<file path="src/logic/flash_prog_pkg.sv">
// constants and carrier types for the flash self-programming controller
package flash_prog_pkg;
    localparam int ADDR_W = 4;
    localparam logic [3:0] ADR_CTRL   = 4'h0;
    localparam logic [3:0] ADR_STATUS = 4'h4;
    localparam logic [3:0] ADR_ZPTR   = 4'h8;
    localparam logic [3:0] ADR_DATA   = 4'hC;
    localparam int BIT_PEN  = 0;
    localparam int BIT_ERS  = 1;
    localparam int BIT_WRT  = 2;
    localparam int BIT_LRD  = 3;
    localparam int BIT_SRE  = 4;
    localparam logic [4:0] CMD_ERASE = 5'h03;
    localparam logic [4:0] CMD_WRITE = 5'h05;
    localparam logic [4:0] CMD_LOAD  = 5'h01;
    localparam logic [4:0] CMD_LREAD = 5'h09;
    localparam logic [4:0] CMD_SRE   = 5'h11;
    localparam logic [2:0] STORE_WINDOW = 3'h4;
    localparam logic [2:0] LOAD_WINDOW  = 3'h3;
    localparam logic [15:0] Z_FUSE_LOW  = 16'h0000;
    localparam logic [15:0] Z_LOCK      = 16'h0001;
    localparam logic [15:0] Z_FUSE_EXT  = 16'h0002;
    localparam logic [15:0] Z_FUSE_HIGH = 16'h0003;
    localparam int PROG_TIME_US = 4;
    localparam int CLOCK_MHZ    = 200;
    localparam int PROG_CYCLES  = PROG_TIME_US * CLOCK_MHZ;

    typedef struct packed {
        logic        store;
        logic        load;
        logic [15:0] zptr;
        logic [15:0] data;
    } cpu_req_type;

    typedef struct packed {
        logic [7:0] lock_byte;
        logic [7:0] fuse_low;
        logic [7:0] fuse_high;
        logic [7:0] fuse_ext;
    } fuse_set_type;
endpackage

</file>
<file path="src/logic/flash_self_program_control.sv">
// flash self-programming sequencer with wishbone register access
//
// Added by the designer: the Wishbone slave port and the register addresses.
`timescale 1ns/1ps
module flash_self_program_control
    import flash_prog_pkg::*;
#(
    parameter int WORD_BITS = 6,
    parameter int PAGE_BITS = 8,
    parameter int PROG_LEN  = PROG_CYCLES
) (
    input  wire logic                  clock,
    input  wire logic                  rst,
    input  wire logic                  wb_cyc_i,
    input  wire logic                  wb_stb_i,
    input  wire logic                  wb_we_i,
    input  wire logic [ADDR_W-1:0]     wb_adr_i,
    input  wire logic [31:0]           wb_dat_i,
    input  wire logic [3:0]            wb_sel_i,
    output logic [31:0]                wb_dat_o,
    output logic                       wb_ack_o,
    input  wire cpu_req_type           cpu_req,
    input  wire logic                  eeprom_write_busy_flag,
    input  wire fuse_set_type          fuses,
    input  wire logic [15:0]           flash_word,
    output logic [7:0]                 load_result,
    output logic                       load_valid,
    output logic                       cpu_stall,
    output logic [WORD_BITS-1:0]       flash_rd_addr,
    output logic                       flash_erase,
    output logic                       flash_write,
    output logic [PAGE_BITS-1:0]       flash_page,
    output logic [15:0]                flash_wr_data,
    output logic [WORD_BITS-1:0]       flash_wr_word
);
    localparam int DEPTH = 1 << WORD_BITS;
    localparam int CW = $clog2(PROG_LEN + 1);
    localparam logic [CW-1:0] PROG_LEN_C = CW'(PROG_LEN);

    typedef enum logic [1:0] {IDLE, ERASING, WRITING, DRAIN} state_type;

    function automatic logic [7:0] pick_byte(input logic [15:0] w, input logic sel);
        pick_byte = sel ? w[15:8] : w[7:0];
    endfunction

    state_type state_q, state_d;
    logic [4:0]    prog_control_reg;
    logic [2:0]    arm_cnt_q;
    logic [CW-1:0] busy_cnt_q;
    logic [15:0]   page_buffer [DEPTH];
    logic [DEPTH-1:0] buf_valid_q;
    logic          load_seq_q;
    logic [PAGE_BITS-1:0] page_q;
    logic [WORD_BITS-1:0] drain_idx_q;
    logic          ack_q;
    logic [31:0]   rdata_q;
    logic [7:0]    load_result_q;
    logic          load_valid_q;
    logic          stall_q, erase_q, write_q;
    logic [15:0]   wr_data_q;
    logic [WORD_BITS-1:0] wr_word_q, rd_addr_q;

    wire bus_req   = wb_cyc_i & wb_stb_i & ~ack_q;
    wire ctrl_wr   = bus_req & wb_we_i & (wb_adr_i == ADR_CTRL) & wb_sel_i[0];
    wire [4:0] wcode = wb_dat_i[4:0];
    wire idle      = (state_q == IDLE);
    wire code_ok   = (wcode == CMD_SRE) | (wcode == CMD_LREAD) | (wcode == CMD_WRITE) |
                     (wcode == CMD_LOAD) | (wcode == CMD_ERASE);
    wire accept_wr = ctrl_wr & code_ok & idle & ~eeprom_write_busy_flag;
    wire armed     = prog_control_reg[BIT_PEN] & idle & (arm_cnt_q != 3'h0);
    wire [WORD_BITS-1:0] z_word = cpu_req.zptr[WORD_BITS:1];
    wire [PAGE_BITS-1:0] z_page = cpu_req.zptr[WORD_BITS+PAGE_BITS:WORD_BITS+1];
    wire is_erase  = armed & cpu_req.store & (prog_control_reg == CMD_ERASE);
    wire is_write  = armed & cpu_req.store & (prog_control_reg == CMD_WRITE);
    wire is_load   = armed & cpu_req.store & (prog_control_reg == CMD_LOAD);
    wire lread_arm = armed & (prog_control_reg == CMD_LREAD) & (arm_cnt_q > 3'h1);
    wire is_fread  = lread_arm & cpu_req.load & ~eeprom_write_busy_flag;
    wire sre_wr    = accept_wr & wcode[BIT_SRE];
    wire busy_done = (busy_cnt_q == CW'(1));
    wire drain_end = (state_q == DRAIN) & (drain_idx_q == WORD_BITS'(DEPTH - 1));
    wire buf_clear = drain_end | sre_wr | (load_seq_q & eeprom_write_busy_flag);
    wire [7:0] fuse_sel = (cpu_req.zptr == Z_LOCK)      ? fuses.lock_byte :
                          (cpu_req.zptr == Z_FUSE_LOW)  ? fuses.fuse_low  :
                          (cpu_req.zptr == Z_FUSE_HIGH) ? fuses.fuse_high :
                          (cpu_req.zptr == Z_FUSE_EXT)  ? fuses.fuse_ext  : 8'hFF;
    wire [7:0] rd_byte = is_fread ? fuse_sel : pick_byte(flash_word, cpu_req.zptr[0]);
    wire [31:0] status_w = {28'h0, load_seq_q, stall_q, ~idle, eeprom_write_busy_flag};
    wire [31:0] rdata_w = (wb_adr_i == ADR_CTRL)   ? {27'h0, prog_control_reg} :
                          (wb_adr_i == ADR_STATUS) ? status_w :
                          (wb_adr_i == ADR_ZPTR)   ? {16'h0, 8'(page_q), 8'h0} : 32'h0;

    always_comb begin
        state_d = state_q;
        case (state_q)
            IDLE:    if (is_erase) state_d = ERASING; else if (is_write) state_d = WRITING;
            ERASING: if (busy_done) state_d = IDLE;
            WRITING: if (busy_done) state_d = DRAIN;
            DRAIN:   if (drain_end) state_d = IDLE;
            default: state_d = IDLE;
        endcase
    end

    // the operation and its busy count ignore rst so a started program cycle finishes
    always_ff @(posedge clock) begin
        state_q <= state_d;
        if (is_erase || is_write) busy_cnt_q <= PROG_LEN_C;
        else if (busy_cnt_q != '0) busy_cnt_q <= busy_cnt_q - CW'(1);
        if (is_erase || is_write) page_q <= z_page;
        if (state_q != DRAIN) drain_idx_q <= '0;
        else drain_idx_q <= drain_idx_q + WORD_BITS'(1);
    end

    always_ff @(posedge clock) begin
        if (rst) begin
            // a program cycle runs on through reset, so the enable bit keeps flagging it busy
            prog_control_reg <= idle ? 5'h00 : prog_control_reg;
            arm_cnt_q        <= '0;
        end else if (accept_wr) begin
            prog_control_reg <= wcode;
            arm_cnt_q        <= STORE_WINDOW;
        end else if (is_erase || is_write) begin
            prog_control_reg <= prog_control_reg;
            arm_cnt_q        <= '0;
        end else if (!idle) begin
            if (busy_done && state_q == ERASING) prog_control_reg <= '0;
            if (drain_end) prog_control_reg <= '0;
        end else if (is_load || is_fread || (arm_cnt_q == 3'h1) ||
                     (cpu_req.store && prog_control_reg != '0)) begin
            prog_control_reg <= '0;
            arm_cnt_q        <= '0;
        end else if (arm_cnt_q != 3'h0) begin
            arm_cnt_q <= arm_cnt_q - 3'h1;
        end
    end

    always_ff @(posedge clock) begin
        if (is_load) page_buffer[z_word] <= cpu_req.data;
        if (rst || buf_clear) buf_valid_q <= '0;
        else if (is_load) buf_valid_q[z_word] <= 1'b1;
        if (rst || buf_clear || is_write) load_seq_q <= 1'b0;
        else if (is_load) load_seq_q <= 1'b1;
    end

    always_ff @(posedge clock) begin
        if (rst) begin
            ack_q <= 1'b0; rdata_q <= '0; load_valid_q <= 1'b0; load_result_q <= '0;
            stall_q <= 1'b0; erase_q <= 1'b0; write_q <= 1'b0;
            wr_data_q <= '0; wr_word_q <= '0; rd_addr_q <= '0;
        end else begin
            ack_q         <= bus_req;
            rdata_q       <= rdata_w;
            load_valid_q  <= cpu_req.load & (is_fread | ~lread_arm);
            load_result_q <= rd_byte;
            stall_q       <= (state_d != IDLE);
            erase_q       <= is_erase;
            write_q       <= (state_q == DRAIN) & buf_valid_q[drain_idx_q];
            wr_data_q     <= page_buffer[drain_idx_q];
            wr_word_q     <= drain_idx_q;
            rd_addr_q     <= cpu_req.zptr[WORD_BITS:1];
        end
    end

    assign wb_ack_o      = ack_q;
    assign wb_dat_o      = rdata_q;
    assign load_result   = load_result_q;
    assign load_valid    = load_valid_q;
    assign cpu_stall     = stall_q;
    assign flash_erase   = erase_q;
    assign flash_write   = write_q;
    assign flash_page    = page_q;
    assign flash_wr_data = wr_data_q;
    assign flash_wr_word = wr_word_q;
    assign flash_rd_addr = rd_addr_q;

    stall_hold_a: assert property (@(posedge clock) disable iff (rst)
        (is_erase || is_write) |=> ##1 cpu_stall[*3]) else $error("stall not held");
    enable_busy_a: assert property (@(posedge clock) disable iff (rst)
        (state_q != IDLE && !drain_end && !(busy_done && state_q == ERASING))
        |=> prog_control_reg[BIT_PEN]) else $error("enable dropped while busy");
    bad_code_a: assert property (@(posedge clock) disable iff (rst)
        (ctrl_wr && !code_ok && !armed && idle) |=> prog_control_reg == $past(prog_control_reg))
        else $error("bad pattern accepted");
    arm_expire_a: assert property (@(posedge clock) disable iff (rst)
        (accept_wr && !sre_wr) |-> ##[1:5] (prog_control_reg == '0 || !idle))
        else $error("armed command did not expire");
    ee_block_a: assert property (@(posedge clock) disable iff (rst)
        (ctrl_wr && eeprom_write_busy_flag) |-> !accept_wr) else $error("write during eeprom busy");
    sre_clear_a: assert property (@(posedge clock) disable iff (rst)
        sre_wr |=> buf_valid_q == '0) else $error("buffer not cleared");
    fuse_read_a: assert property (@(posedge clock) disable iff (rst)
        (is_fread && cpu_req.zptr == Z_LOCK) |=> load_result == $past(fuses.lock_byte))
        else $error("lock byte wrong");
    plain_read_a: assert property (@(posedge clock) disable iff (rst)
        (cpu_req.load && !lread_arm) |=> load_result == pick_byte($past(flash_word), $past(cpu_req.zptr[0])))
        else $error("plain read wrong");
    erase_cov: cover property (@(posedge clock) is_erase);
    write_cov: cover property (@(posedge clock) drain_end);
    fuse_cov:  cover property (@(posedge clock) is_fread);
endmodule

</file>
<file path="config.mk">
export PLATFORM = sky130hd
export DESIGN_NAME = flash_self_program_control
export DESIGN_NICKNAME = d
export VERILOG_FILES = /design/src/logic/flash_prog_pkg.sv /design/src/logic/flash_self_program_control.sv
export SDC_FILE = /design/constraint.sdc
export NUM_CORES = 1
export LEC_CHECK = 0
export BUFFER_PORTS_ARGS = -buffer_cell sky130_fd_sc_hd__buf_2
export CAP_MARGIN = 20
export CORE_UTILIZATION = 55
export DETAILED_ROUTE_END_ITERATION = 10
export GPL_ROUTABILITY_DRIVEN = 0
export PLACE_DENSITY = 0.82
export SLEW_MARGIN = 0
export SYNTH_ARGS = -nofsm -noshare
export SYNTH_HDL_FRONTEND = slang
export SYNTH_SLANG_ARGS = --single-unit
</file>
<file path="constraint.sdc">
create_clock -name clock -period 2.57 [get_ports clock]
set_input_delay 0 -clock clock [delete_from_list [all_inputs] [get_ports clock]]
set_output_delay 0 -clock clock [all_outputs]
set_load 0.1 [all_outputs]
</file>
==> flow_metrics.py, run 1 <==
metrics = {
    "synthesis": {
        "ys.flop_type": "edfxtp_1",
        "synthesis.area_sq_mm": 0.04557,
        "ys_ff_latch": 1177,
        "syn_avg_cell_area_sq_um": 18.82,
        "yosysMostFrequentCell": "edfxtp_1",
        "synthDominantCellAreaShare_pct": 68.34,
        "syn_inst": 2421,
        "seq_area_frac_synth_pct": 74.49,
        "synth.largest_area_cell": "edfxtp_1",
        "synth_common_cells": "1,037 x edfxtp_1, 240 x mux4_2, 140 x dfxtp_1",
        "synth_edf_count": 1037,
        "yosys_warnings": 0,
        "synth_cell_types": 66,
        "ys_async_sr_fraction_pct": 0,
        "yosys-top-cells-area": "edfxtp_1 68%, mux4_2 12%, dfxtp_1 6.2%",
    },
    "sta": {
        "rsz0062_at_grt": "true",
        "finalClockSkew_ns": 0.02567,
        "hold_ws_ns": 0.04546,
        "worstMarginPinSlew_ns": 0.8570,
        "finalHoldViolCount": 0,
        "fmax_ghz": 0.3854,
        "setup_violations": 1,
        "finalMaxSlewViolations": 0,
        "fin_crit_sh_pct": 101.0,
        "final.setup.worst_slack_ns": -0.02470,
        "slew-limit-headroom_pct": 42.87,
        "finalCriticalPeriod_ns": 2.595,
    },
    "floorplanning": {
        "die_h_um": 289.8,
        "initial_core_util_pct": 55.58,
        "io_pins": 209,
        "rows": 105,
        "core_sq_mm": 0.08198,
        "die_x_um": 289.8,
        "die_area_sq_mm": 0.08400,
    },
    "global_route": {
        "grt_max_degree": 68,
        "antenna_found_initial": 6,
        "grt_pass1_vias": 26730,
        "grt-ovfl-total": 0,
        "grt_pass1_wl_mm": 176.7,
        "grt_usage_pct": 28.68,
    },
    "placement": {
        "dp_slack_ns": -0.07845,
        "port_buffers": 159,
        "dp_hpwl_mm": 69.39,
    },
    "cells_and_area": {
        "n_fill_cell": 4879,
        "drive_gt1_share_pct": 31.15,
        "regArea_sq_mm": 0.03395,
        "regMostFlops": "page_buffer",
        "syn_to_final_growth_pct": 18.56,
        "largest_reg_flops": 1024,
        "multi_input_area_sq_mm": 0.01105,
        "nNetsFinal": 2961,
    },
    "worst_setup_path": {
        "arrival_ns": 3.15,
        "cp.required_ns": 3.13,
        "end_kind": "flop",
        "worstRegToRegCells": 7,
        "start_kind": "flop",
        "critPathMaxFanout": 23,
        "crit_type": "reg -> reg",
        "r2r_end": "flash_write",
        "r2r_start": "drain_idx_q[0]",
        "r2r_slack_ns": -0.02,
    },
    "cts": {
        "htreeDepth": 3,
        "numCtsBuffers": 108,
        "cts_root_buffer": "clkbuf_16",
        "clkLatencyLatePin_ns": 0.68,
        "cts_max_path_buffers": 3,
        "cts_sinks": 1177,
        "cts_tree": "done",
        "clk_pin_slew_ns": 0.07,
    },
    "detailed_routing": {
        "wl_mm": 124.3,
        "drc": 0,
        "drt_iter0_markers": 4086,
        "vias_per_cell": 6.737,
        "route.vias.total": 26900,
        "first_pass_iters": 6,
        "ant_nets": 0,
        "wl_per_cell_um": 31.15,
    },
    "worst_hold_path": {
        "hp-class": "in -> reg",
        "hold_path_end": "page_buffer[31][4]",
        "min_from": "cpu_req[4]",
        "min_path_cells": 2,
    },
    "pwr": {
        "p_leak_uw": 0.01742,
        "peakVddDrop_uv": 560.8,
        "p_per_area_mw_per_mm2": 698.9,
    },
    "status": {
        "violations": "negative setup slack",
        "status": "finished with violations",
    },
    "run": {
        "max_cap_violations": 0,
    },
}
[kinds of logic (layout without fill, tap and decap cells)]
kind of cell	count (synthesis)	count (layout)	share of synthesized area, %
xor gates and xnor gates	12	12	0.2307
AOI/OAI and AO/OA	329	329	4.965
and+or+nand+nor	416	416	4.737
adders and majority gates	7	7	0.1922
muxes	304	304	13.40
DFF	1177	1177	74.49
buffers and inverters	175	657	1.980
other	1	20	0.008230
[stage by stage]
stage,cells,power [uW],utilization (%),cell area (sq um),TNS (ns)
2_1_floorplan,2439,21670,-,45640,0
3_3_place_gp,3695,22090,60.06,49240,-0.7965
3_5_place_dp,3697,22130,60.10,49270,-3.133
4_1_cts,3978,37700,65.43,53640,-0.1688
5_1_grt,3991,38490,65.90,54020,-0.1336
6_report,3992,37760,65.90,54020,-0.02470
[timing repair]
| item | 4_1_cts | 5_1_grt |
|---|---|---|
| setup buffers | 0 | 7 |
| endpoints found under the hold margin | 419 | 62 |
| cloned | 0 | 3 |
| pin swaps | 0 | 2 |
| hold buffers | 76 | 2 |
| resized for setup | 25 | 41 |
| endpoints found under the setup margin | 415 | 913 |
[how the worst max path moves through the flow]
stage,start,to,cells after the start
after global placement,drain_idx_q[5],flash_wr_data[7],7
final,drain_idx_q[0],flash_write,7
after detailed placement,drain_idx_q[0],flash_wr_data[5],8
after floorplan,prog_control_reg[4],page_buffer[31][0],5
after global routing,drain_idx_q[0],flash_write,7
after CTS,prog_control_reg[4],buf_valid_q[45],8
[cell usage in the layout (no fill, tap or decap), drive strengths merged, types with 43 or more instances in the layout]
cell type	netlist	routed
mux4	240	240
buf	105	362
dlygate4sd3	0	78
edfxtp	1037	1037
o21ai	43	43
nand3	71	71
clkbuf	61	162
nand2	98	98
mux2	47	47
dfxtp	140	140
nor2	122	122
o21a	66	66
[worst max-delay path: stages (launching register included)]
cell and delay [ns]:
dfxtp_4 0.47, buf_12 0.17, buf_12 0.22, mux4_2 0.56, a22oi_1 0.40, a31oi_2 0.25, a31oi_1 0.29, a21oi_1 0.10
[power breakdown]
| part | internal (uW) | total (uW) | switching, uW |
|---|---|---|---|
| Combinational | 231 | 1070 | 840 |
| Sequential | 20800 | 20800 | 14.9 |
| Clock | 8860 | 15900 | 7020 |
| Total | 29900 | 37800 | 7880 |
[final cells by class]
class / instances / share of cell area [%]
Sequential cell: 1177 / 62.85
Tap cell: 1070 / 2.478
Antenna cell: 1 / 0.004632
Clock inverter: 46 / 0.6878
Multi-Input combinational cell: 1087 / 20.45
Inverter: 9 / 0.06253
Clock buffer: 159 / 5.804
Timing Repair Buffer: 443 / 7.666
[routing by layer]
layer	part of all wire, %	up-vias	global-route usage [%]
met3	13	433	7.131
met4	5.6	6	13.53
met2	48	2375	46.18
met1	34	13490	36.97
li1	-	10600	-
met5	0.030	-	0
Power figures use the tool's default switching activity.
==> run 2: changes to the inputs <==
--- a/config.mk
+++ b/config.mk
@@ -8,9 +8,10 @@
 export BUFFER_PORTS_ARGS = -buffer_cell sky130_fd_sc_hd__buf_2
 export CAP_MARGIN = 20
 export CORE_UTILIZATION = 55
+export CTS_BUF_LIST = sky130_fd_sc_hd__clkbuf_4
 export DETAILED_ROUTE_END_ITERATION = 10
 export GPL_ROUTABILITY_DRIVEN = 0
-export PLACE_DENSITY = 0.82
+export PLACE_DENSITY = 0.81
 export SLEW_MARGIN = 0
 export SYNTH_ARGS = -nofsm -noshare
 export SYNTH_HDL_FRONTEND = slang
==> constraint.sdc (replaced) <==
create_clock -name clock -period 2.57 [get_ports clock]
set_input_delay 0.514 -clock clock [delete_from_list [all_inputs] [get_ports clock]]
set_output_delay 0.514 -clock clock [all_outputs]
set_load 0.1 [all_outputs]
==> flow_metrics.py, run 2 (synthesis gave the netlist of run 1 again) <==
metrics = {
    "worst_setup_path": {
        "crit_type": "reg -> reg",
        "critPathMaxFanout": 18,
        "arrival_ns": 3.54,
        "start_kind": "flop",
        "cp.required_ns": 3.53,
        "end_kind": "flop",
    },
    "pwr": {
        "p_per_area_mw_per_mm2": 688.7,
        "peakVddDrop_uv": 552.4,
        "p_leak_uw": 0.01805,
        "total_power_uw": 37410,
    },
    "global_route": {
        "grt_usage_pct": 27.68,
        "grt_pass1_wl_mm": 171.2,
        "grt_max_degree": 66,
        "grt-ovfl-total": 0,
        "grtUsageMet3_pct": 7.062,
        "grt_pass1_vias": 28220,
        "antenna_found_initial": 6,
        "use_met2_pct": 44.66,
        "use_met1_pct": 34.52,
        "grt_most_used_layer": "met2",
    },
    "placement": {
        "placed_cells": 3727,
        "dp_hpwl_mm": 70.08,
        "port_buffers": 159,
        "dp_slack_ns": -0.1342,
    },
    "cells_and_area": {
        "syn_to_final_growth_pct": 19.21,
        "instances_no_fill": 4311,
        "post-route-util_pct": 66.26,
        "n_fill_cell": 5027,
        "nNetsFinal": 3171,
        "largest_reg_flops": 1024,
        "regMostFlops": "page_buffer",
        "layout.cells.most_common": "edfxtp_1",
        "drive_gt1_share_pct": 37.60,
        "mostFrequentLayoutCells": "1,037 x edfxtp_1, 457 x clkbuf_4, 240 x mux4_2",
    },
    "detailed_routing": {
        "route.vias.total": 27120,
        "vias_per_cell": 6.290,
        "drc": 0,
        "drt_iter0_markers": 3407,
        "wl_mm": 116.6,
        "wl_per_cell_um": 27.06,
        "first_pass_iters": 6,
        "ant_nets": 0,
    },
    "floorplanning": {
        "die_x_um": 289.8,
        "die_h_um": 289.8,
        "io_pins": 209,
        "rows": 105,
        "die_area_sq_mm": 0.08400,
        "core_sq_mm": 0.08198,
        "initial_core_util_pct": 55.58,
    },
    "sta": {
        "fmax_ghz": 0.3878,
        "rsz0062_at_grt": "true",
        "finalClockSkew_ns": 0.07938,
        "setup_violations": 1,
        "finalMaxSlewViolations": 0,
        "final.setup.worst_slack_ns": -0.008503,
        "hold_ws_ns": 0.1437,
        "fin_crit_sh_pct": 100.3,
        "slew-limit-headroom_pct": 31.82,
        "finalHoldViolCount": 0,
        "worstMarginPinSlew_ns": 1.014,
        "finalCriticalPeriod_ns": 2.579,
    },
    "run": {
        "max_cap_violations": 0,
    },
    "cts": {
        "clk_pin_slew_ns": 0.07,
        "cts_max_path_buffers": 4,
        "numCtsBuffers": 296,
        "cts_tree": "done",
        "cts_sinks": 1177,
        "clkLatencyLatePin_ns": 1.10,
        "htreeDepth": 5,
        "cts_root_buffer": "clkbuf_4",
    },
    "worst_hold_path": {
        "hp-class": "in -> reg",
    },
    "status": {
        "violations": "negative setup slack",
        "status": "finished with violations",
    },
}
run 2: changes by cell type in the layout (fill, tap and decap cells not counted), sizes merged:
cell | previous run | this run
clkinvlp | 7 | 0
inv | 12 | 15
buf | 362 | 388
diode | 1 | 4
dlygate4sd3 | 78 | 77
clkbuf | 162 | 457
run 2: path summary, 6_finish.rpt:
| check | start | endpoint | slack, ns | cells after the start |
|---|---|---|---|---|
| hold reg to reg | buf_valid_q[58] | buf_valid_q[58] | 0.46 | 1 |
| setup reg to reg | arm_cnt_q[0] | load_result[6] | -0.009 | 8 |
| hold / removal | cpu_req[0] | page_buffer[26][0] | 0.14 | 2 |
| setup / recovery | arm_cnt_q[0] | load_result[6] | -0.009 | 8 |
run 2: metal layers:
| layer | part of all wire (%) | routed length, um | vias to the layer above |
|---|---|---|---|
| met5 | 0.026 | 30 | - |
| li1 | - | - | 11210 |
| met4 | 5.0 | 5814 | 4 |
| met3 | 11 | 13360 | 384 |
| met2 | 49 | 57360 | 2057 |
| met1 | 34 | 40080 | 13460 |
run 2: worst max-delay path, cell delays in order, from the launching register on:
cell           delay [ns]
dfxtp_1              0.39
inv_1                0.11
ha_1                 0.26
o31ai_2              0.34
nand4_1              0.22
buf_4                0.27
mux2i_1              0.14
dlygate4sd3_1        0.56
a211oi_1             0.21
run 2: cell type report:
cell class / instances / area, sq um / share of cell area [%]
diodes: 4 / 10.01 / 0.01843
clock buffers: 457 / 3431 / 6.316
clock inverters: 42 / 269.0 / 0.4952
inverters: 9 / 33.78 / 0.06219
multi-input cells: 1087 / 10920 / 20.10
flip-flops and latches: 1177 / 33950 / 62.51
well taps: 1070 / 1339 / 2.465
repair buffers: 465 / 4368 / 8.041
run 2: report_power, final:
part,internal [uW],leakage [uW],switching (uW),total [uW]
Clock,8440,0.00224,7130,15600
Combinational,244,0.00536,811,1050
Sequential,20800,0.0104,11.2,20800
Total,29500,0.0180,7950,37400
run 2: through the flow:
step	area, sq um	setup TNS (ns)
finish	54320	-0.008503
global route	54320	-0.5532
CTS	54210	0
detailed placement	49710	-0.4786
global placement	49710	-0.09420
floorplan	45650	0
run 2: what timing repair did:
action / 4_1_cts / 5_1_grt
setup buffers: 2 / 2
resized for setup: 3 / 18
hold buffers: 77 / 0
endpoints found under the hold margin: 372 / 0
endpoints found under the setup margin: 236 / 595
pin swaps: 0 / 3
gates cloned: 0 / 0
